--- config.mk ---
export PLATFORM = sky130hd
export DESIGN_NAME = lsp_regs
export DESIGN_NICKNAME = d
export VERILOG_FILES = /design/src/pkg/lsp_pkg.sv /design/src/rtl/lsp_regs.sv
export SDC_FILE = /design/constraint.sdc
export NUM_CORES = 1
export LEC_CHECK = 0
export BUFFER_PORTS_ARGS = -buffer_cell sky130_fd_sc_hd__buf_2
export CELL_PAD_IN_SITES_DETAIL_PLACEMENT = 1
export CELL_PAD_IN_SITES_GLOBAL_PLACEMENT = 1
export CORE_MARGIN = 2
export CORE_UTILIZATION = 39
export DETAILED_ROUTE_END_ITERATION = 6
export PLACE_DENSITY_LB_ADDON = 0.1
export SYNTH_ARGS = -nofsm -noshare
export SYNTH_HDL_FRONTEND = slang
export SYNTH_SLANG_ARGS = --single-unit
--- constraint.sdc ---
create_clock -name clk_in -period 2.5 [get_ports clk_in]
set_input_delay 0.125 -clock clk_in [delete_from_list [all_inputs] [get_ports clk_in]]
set_output_delay 0.125 -clock clk_in [all_outputs]
set_load 0.02 [all_outputs]
--- src/pkg/lsp_pkg.sv ---
/*
  Package of the segment-pin, charge-pump and interrupt-vector register block:
  register offsets, field positions, reset values, vector codes and carriers.
  Assumes a 32-bit AXI4-Lite register bus with each register on an aligned word.
*/
// Notes on behaviour
// - Segment enable bits 5..0: 0 keeps shared pin as port, 1 gives it to LCD.
// - Enable bits steer only shared pins; dedicated pins always stay LCD.
// - Pump clock sync bit 15 syncs pump clock while source on and fault-free.
// - Pump disable permit bits 7..0 let each function disable the pump.
// - Vector is 16-bit read-only and reads 00h with nothing pending.
// - Codes: 02h no capacitor, 04h blink off, 06h blink on, 08h frame.
// - Highest pending wins: 02h highest, 08h lowest, blink codes between.
// - Fields and vector reset to zero; reserved bits always read zero.
package lsp_pkg;

  localparam logic [3:0]  ADDR_SEG_EN   = 4'h0;
  localparam logic [3:0]  ADDR_PUMP     = 4'h4;
  localparam logic [3:0]  ADDR_IV       = 4'h8;
  localparam logic [3:0]  ADDR_FLAGS    = 4'hC;
  localparam logic [4:0]  ADDR_MASK     = 5'h10;
  localparam logic [4:0]  ADDR_CTRL     = 5'h14;

  localparam int          SEG_W         = 6;
  localparam int          PERMIT_W      = 8;
  localparam int          SYNC_BIT      = 15;
  localparam int          NUM_EVT       = 4;

  localparam logic [15:0] SEG_EN_RST    = 16'h0000;
  localparam logic [15:0] PUMP_RST      = 16'h0000;
  localparam logic [15:0] IV_NONE       = 16'h0000;
  localparam logic [15:0] IV_NOCAP      = 16'h0002;
  localparam logic [15:0] IV_BLK_OFF    = 16'h0004;
  localparam logic [15:0] IV_BLK_ON     = 16'h0006;
  localparam logic [15:0] IV_FRAME      = 16'h0008;

  localparam int          EVT_NOCAP     = 0;
  localparam int          EVT_BLK_OFF   = 1;
  localparam int          EVT_BLK_ON    = 2;
  localparam int          EVT_FRAME     = 3;

  localparam logic [1:0]  RESP_OKAY     = 2'h0;
  localparam logic [1:0]  RESP_SLVERR   = 2'h2;

  typedef struct packed {
    logic                  aw_done;
    logic [4:0]            aw_addr;
    logic                  w_done;
    logic [31:0]           w_data;
    logic [3:0]            w_strb;
    logic                  b_valid;
    logic [1:0]            b_resp;
    logic                  r_valid;
    logic [31:0]           r_data;
    logic [1:0]            r_resp;
    logic [SEG_W-1:0]      seg_en;
    logic                  pump_sync;
    logic [PERMIT_W-1:0]   permit;
    logic [NUM_EVT-1:0]    flags;
    logic [NUM_EVT-1:0]    mask;
    logic                  display_enable;
  } lsp_state_t;

  typedef struct packed {
    logic                  sync_clk_enabled;
    logic                  sync_clk_fault;
    logic [PERMIT_W-1:0]   disable_request;
  } lsp_pump_in_t;

  typedef struct packed {
    logic                  sync_active;
    logic                  pump_disable;
  } lsp_pump_out_t;

endpackage

--- src/rtl/lsp_regs.sv ---
/*
  Segment-pin enable, charge-pump control and interrupt vector registers
  behind an AXI4-Lite slave, with sticky event flags, mask and one irq level.
  Assumes a master that keeps at most one read and one write under way.
*/
// Our own choices: the AXI4-Lite slave port and the register offsets.
`timescale 1ns/1ps
module lsp_regs #(
  parameter logic [lsp_pkg::SEG_W-1:0] DEDICATED_MASK = '0
) (
  // Clock and reset
  input  wire logic                          clk_in,
  input  wire logic                          rst_b_in,
  // AXI4-Lite write
  input  wire logic                          s_awvalid_in,
  output logic                               s_awready_out,
  input  wire logic [4:0]                    s_awaddr_in,
  input  wire logic                          s_wvalid_in,
  output logic                               s_wready_out,
  input  wire logic [31:0]                   s_wdata_in,
  input  wire logic [3:0]                    s_wstrb_in,
  output logic                               s_bvalid_out,
  input  wire logic                          s_bready_in,
  output logic [1:0]                         s_bresp_out,
  // AXI4-Lite read
  input  wire logic                          s_arvalid_in,
  output logic                               s_arready_out,
  input  wire logic [4:0]                    s_araddr_in,
  output logic                               s_rvalid_out,
  input  wire logic                          s_rready_in,
  output logic [31:0]                        s_rdata_out,
  output logic [1:0]                         s_rresp_out,
  // Events, one-cycle or level, set sticky flags
  input  wire logic [lsp_pkg::NUM_EVT-1:0]   event_in,
  // Pin role and pump
  output logic [lsp_pkg::SEG_W-1:0]          pin_lcd_role_out,
  input  wire lsp_pkg::lsp_pump_in_t         pump_in,
  output lsp_pkg::lsp_pump_out_t             pump_out,
  // Display enable and interrupt
  output logic                               display_enable_out,
  output logic                               irq_out
);

  lsp_pkg::lsp_state_t st_reg;
  lsp_pkg::lsp_state_t st_next;
  logic [15:0]         vector;
  logic                wr_go;
  logic                rd_go;

  function automatic logic [15:0] pick_vector(input logic [lsp_pkg::NUM_EVT-1:0] f);
    if (f[lsp_pkg::EVT_NOCAP]) begin
      return lsp_pkg::IV_NOCAP;
    end else if (f[lsp_pkg::EVT_BLK_OFF]) begin
      return lsp_pkg::IV_BLK_OFF;
    end else if (f[lsp_pkg::EVT_BLK_ON]) begin
      return lsp_pkg::IV_BLK_ON;
    end else if (f[lsp_pkg::EVT_FRAME]) begin
      return lsp_pkg::IV_FRAME;
    end
    return lsp_pkg::IV_NONE;
  endfunction

  function automatic logic [31:0] merge(input logic [31:0] old, input logic [31:0] nw,
                                        input logic [3:0] strb);
    logic [31:0] r;
    r = old;
    for (int i = 0; i < 4; i++) begin
      if (strb[i]) begin
        r[8*i +: 8] = nw[8*i +: 8];
      end
    end
    return r;
  endfunction

  // Vector follows flags regardless of mask, like a polled source register
  assign vector = pick_vector(st_reg.flags);
  assign wr_go  = st_reg.aw_done && st_reg.w_done && !st_reg.b_valid;
  assign rd_go  = s_arvalid_in && !st_reg.r_valid;

  always_comb begin
    logic [31:0]                  cur;
    logic [31:0]                  wv;
    logic [lsp_pkg::NUM_EVT-1:0]  clr;
    cur     = '0;
    wv      = '0;
    clr     = '0;
    st_next = st_reg;
    if (s_awvalid_in && !st_reg.aw_done) begin
      st_next.aw_done = 1'b1;
      st_next.aw_addr = s_awaddr_in;
    end
    if (s_wvalid_in && !st_reg.w_done) begin
      st_next.w_done = 1'b1;
      st_next.w_data = s_wdata_in;
      st_next.w_strb = s_wstrb_in;
    end
    if (st_reg.b_valid && s_bready_in) begin
      st_next.b_valid = 1'b0;
    end
    if (st_reg.r_valid && s_rready_in) begin
      st_next.r_valid = 1'b0;
    end
    if (wr_go) begin
      st_next.aw_done = 1'b0;
      st_next.w_done  = 1'b0;
      st_next.b_valid = 1'b1;
      st_next.b_resp  = lsp_pkg::RESP_OKAY;
      unique case (st_reg.aw_addr)
        {1'b0, lsp_pkg::ADDR_SEG_EN}: begin
          cur = {26'h0, st_reg.seg_en};
          wv  = merge(cur, st_reg.w_data, st_reg.w_strb);
          st_next.seg_en = wv[lsp_pkg::SEG_W-1:0];
        end
        {1'b0, lsp_pkg::ADDR_PUMP}: begin
          cur = {16'h0000, st_reg.pump_sync, 7'h00, st_reg.permit};
          wv  = merge(cur, st_reg.w_data, st_reg.w_strb);
          st_next.pump_sync = wv[lsp_pkg::SYNC_BIT];
          st_next.permit    = wv[lsp_pkg::PERMIT_W-1:0];
        end
        {1'b0, lsp_pkg::ADDR_IV}: begin
          st_next.b_resp = lsp_pkg::RESP_SLVERR;
        end
        {1'b0, lsp_pkg::ADDR_FLAGS}: begin
          if (st_reg.w_strb[0]) begin
            clr = st_reg.w_data[lsp_pkg::NUM_EVT-1:0];
          end
        end
        lsp_pkg::ADDR_MASK: begin
          if (st_reg.w_strb[0]) begin
            st_next.mask = st_reg.w_data[lsp_pkg::NUM_EVT-1:0];
          end
        end
        lsp_pkg::ADDR_CTRL: begin
          if (st_reg.w_strb[0]) begin
            st_next.display_enable = st_reg.w_data[0];
          end
        end
        default: st_next.b_resp = lsp_pkg::RESP_SLVERR;
      endcase
    end
    if (rd_go) begin
      st_next.r_valid = 1'b1;
      st_next.r_resp  = lsp_pkg::RESP_OKAY;
      unique case (s_araddr_in)
        {1'b0, lsp_pkg::ADDR_SEG_EN}: st_next.r_data = {26'h0, st_reg.seg_en};
        {1'b0, lsp_pkg::ADDR_PUMP}:
          st_next.r_data = {16'h0000, st_reg.pump_sync, 7'h00, st_reg.permit};
        {1'b0, lsp_pkg::ADDR_IV}: begin
          st_next.r_data = {16'h0000, vector};
          for (int i = 0; i < lsp_pkg::NUM_EVT; i++) begin
            if (vector == pick_vector(lsp_pkg::NUM_EVT'(1 << i))
                && vector != lsp_pkg::IV_NONE) begin
              clr[i] = 1'b1;
            end
          end
        end
        {1'b0, lsp_pkg::ADDR_FLAGS}: st_next.r_data = {28'h0000000, st_reg.flags};
        lsp_pkg::ADDR_MASK:          st_next.r_data = {28'h0000000, st_reg.mask};
        lsp_pkg::ADDR_CTRL:          st_next.r_data = {31'h0, st_reg.display_enable};
        default: begin
          st_next.r_data = 32'h00000000;
          st_next.r_resp = lsp_pkg::RESP_SLVERR;
        end
      endcase
    end
    // A new event in the clearing cycle wins over the clear
    st_next.flags = (st_reg.flags & ~clr) | event_in;
  end

  always_ff @(posedge clk_in or negedge rst_b_in) begin
    if (!rst_b_in) begin
      st_reg                <= '0;
      st_reg.seg_en         <= lsp_pkg::SEG_EN_RST[lsp_pkg::SEG_W-1:0];
      st_reg.pump_sync      <= lsp_pkg::PUMP_RST[lsp_pkg::SYNC_BIT];
      st_reg.permit         <= lsp_pkg::PUMP_RST[lsp_pkg::PERMIT_W-1:0];
    end else begin
      st_reg <= st_next;
    end
  end

  assign s_awready_out     = !st_reg.aw_done;
  assign s_wready_out      = !st_reg.w_done;
  assign s_bvalid_out      = st_reg.b_valid;
  assign s_bresp_out       = st_reg.b_resp;
  assign s_arready_out     = !st_reg.r_valid;
  assign s_rvalid_out      = st_reg.r_valid;
  assign s_rdata_out       = st_reg.r_data;
  assign s_rresp_out       = st_reg.r_resp;
  assign display_enable_out = st_reg.display_enable;
  assign irq_out           = |(st_reg.flags & st_reg.mask);

  // Dedicated pins ignore their enable bit
  assign pin_lcd_role_out = st_reg.seg_en | DEDICATED_MASK;

  assign pump_out.sync_active  = st_reg.pump_sync && pump_in.sync_clk_enabled
                                 && !pump_in.sync_clk_fault;
  assign pump_out.pump_disable = |(st_reg.permit & pump_in.disable_request);

  property p_vec_prio;
    @(posedge clk_in) disable iff (!rst_b_in)
      st_reg.flags[lsp_pkg::EVT_NOCAP] |-> vector == lsp_pkg::IV_NOCAP;
  endproperty
  a_vec_prio: assert property (p_vec_prio) else $error("vector priority wrong");

  property p_vec_none;
    @(posedge clk_in) disable iff (!rst_b_in)
      (st_reg.flags == '0) |-> vector == lsp_pkg::IV_NONE;
  endproperty
  a_vec_none: assert property (p_vec_none) else $error("vector not zero when idle");

  property p_vec_frame;
    @(posedge clk_in) disable iff (!rst_b_in)
      (st_reg.flags == 4'h8) |-> vector == lsp_pkg::IV_FRAME;
  endproperty
  a_vec_frame: assert property (p_vec_frame) else $error("frame code wrong");

  property p_blk;
    @(posedge clk_in) disable iff (!rst_b_in)
      (st_reg.flags[1:0] == 2'h0 && st_reg.flags[2]) |-> vector == lsp_pkg::IV_BLK_ON;
  endproperty
  a_blk: assert property (p_blk) else $error("blink on code wrong");

  property p_rd_clear;
    @(posedge clk_in) disable iff (!rst_b_in)
      (rd_go && s_araddr_in == {1'b0, lsp_pkg::ADDR_IV} && st_reg.flags[0] && !event_in[0])
        |=> !st_reg.flags[0] && s_rdata_out[15:0] == lsp_pkg::IV_NOCAP;
  endproperty
  a_rd_clear: assert property (p_rd_clear) else $error("vector read did not clear");

  property p_sync;
    @(posedge clk_in) disable iff (!rst_b_in)
      pump_in.sync_clk_fault |-> !pump_out.sync_active;
  endproperty
  a_sync: assert property (p_sync) else $error("sync during fault");

  property p_permit;
    @(posedge clk_in) disable iff (!rst_b_in)
      (st_reg.permit == '0) |-> !pump_out.pump_disable;
  endproperty
  a_permit: assert property (p_permit) else $error("unpermitted pump disable");

  property p_pin;
    @(posedge clk_in) disable iff (!rst_b_in)
      (pin_lcd_role_out & DEDICATED_MASK) == DEDICATED_MASK;
  endproperty
  a_pin: assert property (p_pin) else $error("dedicated pin lost role");

  property p_resv;
    @(posedge clk_in) disable iff (!rst_b_in)
      (st_reg.r_valid && st_reg.r_resp == lsp_pkg::RESP_OKAY && st_reg.r_data[31:16] != '0)
        |-> 1'b0;
  endproperty
  a_resv: assert property (p_resv) else $error("upper bits not zero");

  property p_vec_blk_off;
    @(posedge clk_in) disable iff (!rst_b_in)
      (!st_reg.flags[lsp_pkg::EVT_NOCAP] && st_reg.flags[lsp_pkg::EVT_BLK_OFF])
        |-> vector == lsp_pkg::IV_BLK_OFF;
  endproperty
  a_vec_blk_off: assert property (p_vec_blk_off) else $error("blink off code wrong");

  property p_iv_ro;
    @(posedge clk_in) disable iff (!rst_b_in)
      (wr_go && st_reg.aw_addr == {1'b0, lsp_pkg::ADDR_IV})
        |=> s_bresp_out == lsp_pkg::RESP_SLVERR;
  endproperty
  a_iv_ro: assert property (p_iv_ro) else $error("vector write not refused");

  property p_seg_wr;
    @(posedge clk_in) disable iff (!rst_b_in)
      (wr_go && st_reg.aw_addr == {1'b0, lsp_pkg::ADDR_SEG_EN} && st_reg.w_strb[0])
        |=> {26'h0, st_reg.seg_en} == ($past(st_reg.w_data) & 32'h0000003F);
  endproperty
  a_seg_wr: assert property (p_seg_wr) else $error("segment enable write lost");

  property p_pump_wr;
    @(posedge clk_in) disable iff (!rst_b_in)
      (wr_go && st_reg.aw_addr == {1'b0, lsp_pkg::ADDR_PUMP} && st_reg.w_strb[1:0] == 2'h3)
        |=> {16'h0000, st_reg.pump_sync, 7'h0, st_reg.permit}
            == ($past(st_reg.w_data) & 32'h000080FF);
  endproperty
  a_pump_wr: assert property (p_pump_wr) else $error("pump control write lost");

  property p_vec_rd;
    @(posedge clk_in) disable iff (!rst_b_in)
      (rd_go && s_araddr_in == {1'b0, lsp_pkg::ADDR_IV})
        |=> s_rdata_out == {16'h0000, $past(vector)};
  endproperty
  a_vec_rd: assert property (p_vec_rd) else $error("vector read data wrong");

  property p_resv_seg;
    @(posedge clk_in) disable iff (!rst_b_in)
      (rd_go && s_araddr_in == {1'b0, lsp_pkg::ADDR_SEG_EN})
        |=> (s_rdata_out & 32'hFFFFFFC0) == 32'h00000000;
  endproperty
  a_resv_seg: assert property (p_resv_seg) else $error("segment reserved bits set");

  property p_resv_pump;
    @(posedge clk_in) disable iff (!rst_b_in)
      (rd_go && s_araddr_in == {1'b0, lsp_pkg::ADDR_PUMP})
        |=> (s_rdata_out & 32'hFFFF7F00) == 32'h00000000;
  endproperty
  a_resv_pump: assert property (p_resv_pump) else $error("pump reserved bits set");

  // A flag must survive a clear that lands in the same cycle as its event
  property p_set_wins;
    @(posedge clk_in) disable iff (!rst_b_in)
      (event_in != '0) |=> (st_reg.flags & $past(event_in)) == $past(event_in);
  endproperty
  a_set_wins: assert property (p_set_wins) else $error("event flag lost");

  property p_wr_ans;
    @(posedge clk_in) disable iff (!rst_b_in)
      wr_go |=> s_bvalid_out;
  endproperty
  a_wr_ans: assert property (p_wr_ans) else $error("write response missing");

  property p_rd_ans;
    @(posedge clk_in) disable iff (!rst_b_in)
      rd_go |=> s_rvalid_out;
  endproperty
  a_rd_ans: assert property (p_rd_ans) else $error("read response missing");

endmodule

Word level (Yosys, flattened, before mapping)
Cells that the tools add are included.
{"block": "totals", "regBits": 105, "wordCells": 111, "latchBits": 0, "memories": 0, "output_inout_bits": 51, "mem_bits_ro": 0, "ram_bits": 0}
{"block": "op_classes", "n_bitwise": 5, "shifts": 0, "reduce_logical": 34, "addsub": 0, "multipliers": 0, "div": 0, "n_mux": 43, "eq_ne": 13, "order_cmp": 0}
{"op": "$mux W16", "count": 13}
{"op": "$pmux W16 S6", "count": 1}
{"op": "$eq A16 B16 Y1", "count": 4}
{"op": "$mux W37", "count": 1}
{"op": "$mux W35", "count": 1}
{"op": "$mux W4", "count": 6}
{"op": "$eq A5 B5 Y1 const B", "count": 4}
{"op": "$reduce_bool A16 Y1", "count": 1}
{"op": "$eq A5 B4 Y1 const B", "count": 3}
{"op": "$reduce_and A3 Y1", "count": 5}
{"op": "$mux W1", "count": 14}
{"op": "$logic_and A1 B1 Y1", "count": 13}
{"op": "$eq A5 B3 Y1 const B", "count": 2}
{"op": "$logic_not A5 Y1", "count": 2}
{"op": "$mux W3", "count": 3}
{"op": "$and A4 B4 Y4", "count": 2}
{"op": "$and A8 B8 Y8", "count": 1}
{"op": "$reduce_bool A2 Y1", "count": 4}
{"op": "$reduce_or A8 Y1", "count": 1}
{"op": "$mux W2", "count": 3}
{"op": "$mux W6", "count": 1}
{"op": "$reduce_or A6 Y1", "count": 1}
{"op": "$logic_not A1 Y1", "count": 5}
{"op": "$reduce_or A5 Y1", "count": 1}
{"op": "other kinds (3)", "count": 3}

Depth between registers and ports, before layout
{"block": "logic_depth", "depth_word": 14, "depth_mapped": 5}

Worst setup path before layout
No wires, ideal clock.
{"block": "synth_timing", "path_kind": "register to register", "from": "reg st_reg (netlist bit s_bvalid_out)", "to": "reg st_reg (netlist bit pin_lcd_role_out[0])", "path_buffers": 0, "setup_ns": 0.125, "stages_incl_launch_ff": 5, "path_slack_ns": 0.770, "arrival_ns": 1.605, "synth_period_minus_slack_ns": 1.730, "path_cell_list": "dfrtp_1 > nand3b_2 > nor4b_4 > nand2_1 > mux2_2"}
{"block": "synth_via", "elab_chain_cells": 3}
{"item": "start: declaration", "line": "lsp_regs.sv:44", "rtl": "lsp_pkg::lsp_state_t st_reg;"}
{"item": "start signal: assignment", "line": "lsp_regs.sv:177", "rtl": "st_reg <= st_next;"}
{"item": "$logic_not A1 Y1", "line": "lsp_regs.sv:77", "rtl": "assign wr_go = st_reg.aw_done && st_reg.w_done && !st_reg.b_valid;"}
{"item": "$logic_and A1 B1 Y1", "line": "lsp_regs.sv:77"}
{"item": "$reduce_and A3 Y1 (no line)"}
Every way passes these cells.
A chain may end at the register's enable or synchronous reset.

Worst setup path after layout
{"block": "layout_timing", "from": "reg st_reg (netlist bit s_bvalid_out)", "to": "reg st_reg (netlist bit pin_lcd_role_out[2])"}
Same word-level chain as after synthesis.

==> impl_metrics.env <==
export IMPL_chipHeight_um=88.93
export IMPL_crit_slowest_cell="nor4b_4"
export IMPL_endpoint_kind="flop"
export IMPL_cts_tree="done"
export IMPL_drive_gt1_share_pct=39.16
export IMPL_dr_pass1_iters=3
export IMPL_synth_async_sr_flop_share_pct=100.0
export IMPL_gp_congestion=0.7449
export IMPL_syn_inst=251
export IMPL_crit_path_max_incr_delay_ns=0.40
export IMPL_setup_ws_ns=0.6018
export IMPL_yosys_most_used_dff="dfrtp_1"
export IMPL_clkTransAtPathRegs_ns=0.09
export IMPL_hold_path_class="in2reg"
export IMPL_initial_core_util_pct=40.95
export IMPL_skew_ns=0.005485
export IMPL_pin_count=118
export IMPL_die_x_um=88.93
export IMPL_worstHoldPathCells=2
export IMPL_grt_start_max_net_pins=36
export IMPL_io_buffers=67
export IMPL_cp_start_kind="flop"
export IMPL_critical_path_class="reg2reg"
export IMPL_vias_per_cell=4.830
export IMPL_coreArea_um2=6869
export IMPL_grt_pass1_wl_mm=9.515
export IMPL_pwr_density_cell_nw_per_um2=924.3
export IMPL_slew_headroom_pct=62.27
export IMPL_worst_ep_arrival_time_ns=2.09
export IMPL_r2r_cells=4
export IMPL_fin_util_pct=46.30
export IMPL_total_power_uw=2940
export IMPL_report_final_slew_viol_count=0
export IMPL_drcViolationCount=0
export IMPL_grt_usage_pct=15.97
export IMPL_yosysWarnings=0
export IMPL_cts_made_buffers=5
export IMPL_hpwl_mm=4.633
export IMPL_worst_pin_slew_ns=0.5649
export IMPL_setup_violations=0
export IMPL_die_area_um2=7908
export IMPL_drtAntennaViolNets=0
export IMPL_antenna_found_initial=1
export IMPL_largest_register_ff_count=35
export IMPL_routed_wl_mm=5.956
export IMPL_cts_setup_buffers=0
export IMPL_required_ns=2.69
export IMPL_numClockSinks=55
export IMPL_netlist_area_um2=2813
export IMPL_critical_path_cell_chain="nand3b_2 -> nor4b_4 -> nand2_1 -> mux2_2"
export IMPL_hold_viol_final=0
export IMPL_synth_cell_type_count=39
export IMPL_final_area_um2=3181
export IMPL_synth_top_cells_by_count="55 x dfrtp_1, 42 x buf_4, 36 x mux2_2"
export IMPL_placed_area_um2=3048
export IMPL_gr_total_overflow=0
export IMPL_yosysMostFrequentCell="dfrtp_1"
export IMPL_place_ws_ns=0.5982
export IMPL_status="finished clean"
export IMPL_rsz0062_at_grt="false"
export IMPL_leakage_uw=0.001560
export IMPL_drv_cap=0
export IMPL_worstPathMaxFanout=8
export IMPL_vias=1956
export IMPL_max_clock_freq_mhz=526.8
export IMPL_wl_per_cell_um=14.71
export IMPL_tns_ns=0
export IMPL_syn_to_final_growth_pct=13.08
export IMPL_fin_nets=376
export IMPL_syn_avg_cell_area_um2=11.21
export IMPL_drtIter0Drc=50
export IMPL_ir_worst_vdd_mv=0.4632
export IMPL_grt_pass1_vias=1942
export IMPL_n_fill_cell=787
export IMPL_layout_worst_path_cycle_share_pct=75.93
export IMPL_yosys_area_top_type="dfrtp_1"
export IMPL_diodes=0
export IMPL_clk_latency_ns=0.30
export IMPL_ys_ff_latch=55
export IMPL_ys_seq_area_share_pct=48.93
export IMPL_cts_htree_levels=2
export IMPL_clk_path_buf_depth=2
export IMPL_synth_edf_count=0
export IMPL_fin_crit_ns=1.898
export IMPL_rows=30
export IMPL_cts_root_buf="clkbuf_8"
export IMPL_ys_top_cells_by_area="dfrtp_1 49%, mux2_2 14%, buf_4 11%, nand2_1 3.1%, mux2i_1 2.8%"
export IMPL_yosys_area_top_type_share_pct=48.93
[cells in the final DEF, fill, tap and decap left out, drive strengths merged]
master,instances
a2111oi,1
a21o,2
a21oi,2
a22o,1
a22oi,6
a311o,1
a31o,2
and2,1
buf,72
bufinv,1
clkbuf,6
conb,25
dfrtp,55
dlygate4sd3,3
inv,5
mux2,36
mux2i,8
nand2,24
nand2b,3
nand3,10
nand3b,3
nand4,3
nor2,8
nor2b,7
nor3,4
nor3b,1
nor4,1
nor4b,3
o211ai,1
o21a,3
o21ai,7
o221ai,1
o2bb2ai,1
o31a,1
or2,1
[layer usage]
| metal | up-vias | part of all wire [%] | global-route usage (%) |
|---|---|---|---|
| met5 | - | 0 | 0 |
| met4 | 0 | 0.60 | 3.719 |
| met3 | 6 | 5.9 | 3.970 |
| met2 | 57 | 50 | 27.61 |
| met1 | 969 | 43 | 20.21 |
| li1 | 924 | - | - |
[final cells by class]
| cell class | count | area (um2) | share of cell area, % |
|---|---|---|---|
| sequential | 55 | 1376 | 43.27 |
| multi-input combinational | 167 | 1160 | 36.47 |
| timing repair buffer | 75 | 402.9 | 12.67 |
| tap | 96 | 120.1 | 3.777 |
| clock buffer | 6 | 72.57 | 2.282 |
| clock inverter | 1 | 30.03 | 0.9441 |
| inverter | 5 | 18.77 | 0.5901 |
[where the power goes]
group	internal [uW]	switching [uW]
Clock	294	272
Sequential	1180	249
Combinational	454	494
Total	1920	1020
[through the flow]
step / cells / hold slack, ns
after floorplan: 275 / -0.1706
after global placement: 395 / 0.1126
after detailed placement: 395 / 0.1196
after CTS: 405 / 0.0001732
after global routing: 405 / 0.0002742
final: 405 / 0.01187
[critical path, delay by kind of cell (launching register included)]
family / cells / cell delay [ns]
flops: 1 / 0.39
mux: 1 / 0.35
simple gates: 3 / 1.03
[logic make-up (layout without fill, tap and decap cells)]
| group | count (synthesis) | in the layout | synth area share [%] |
|---|---|---|---|
| simple gates | 69 | 69 | 13.08 |
| buf+inv | 53 | 87 | 13.03 |
| other cells | 1 | 25 | 0.1333 |
| flops | 55 | 55 | 48.93 |
| mux | 44 | 44 | 17.26 |
| compound gates | 29 | 29 | 7.562 |
[final timing paths]
| kind | startpoint | slack (ns) | endpoint |
|---|---|---|---|
| setup / recovery | s_bvalid_out | 0.60 | pin_lcd_role_out[2] |
| hold / removal | s_rready_in | 0.01 | s_rvalid_out |
| setup reg to reg | s_bvalid_out | 0.60 | pin_lcd_role_out[2] |
| hold reg to reg | s_rdata_out[15] | 0.46 | s_rdata_out[15] |
| max in group asynchronous | rst_b_in | 1.36 | pin_lcd_role_out[3] |
| min in group asynchronous | rst_b_in | 0.31 | s_rvalid_out |
[timing repair]
| item | CTS | global route |
|---|---|---|
| setup endpoints to repair | 0 | 0 |
| hold buffers | 3 | 0 |
| resized for setup | 0 | 0 |
| endpoints found under the hold margin | 22 | 0 |
(Power assumes the default switching activity.)
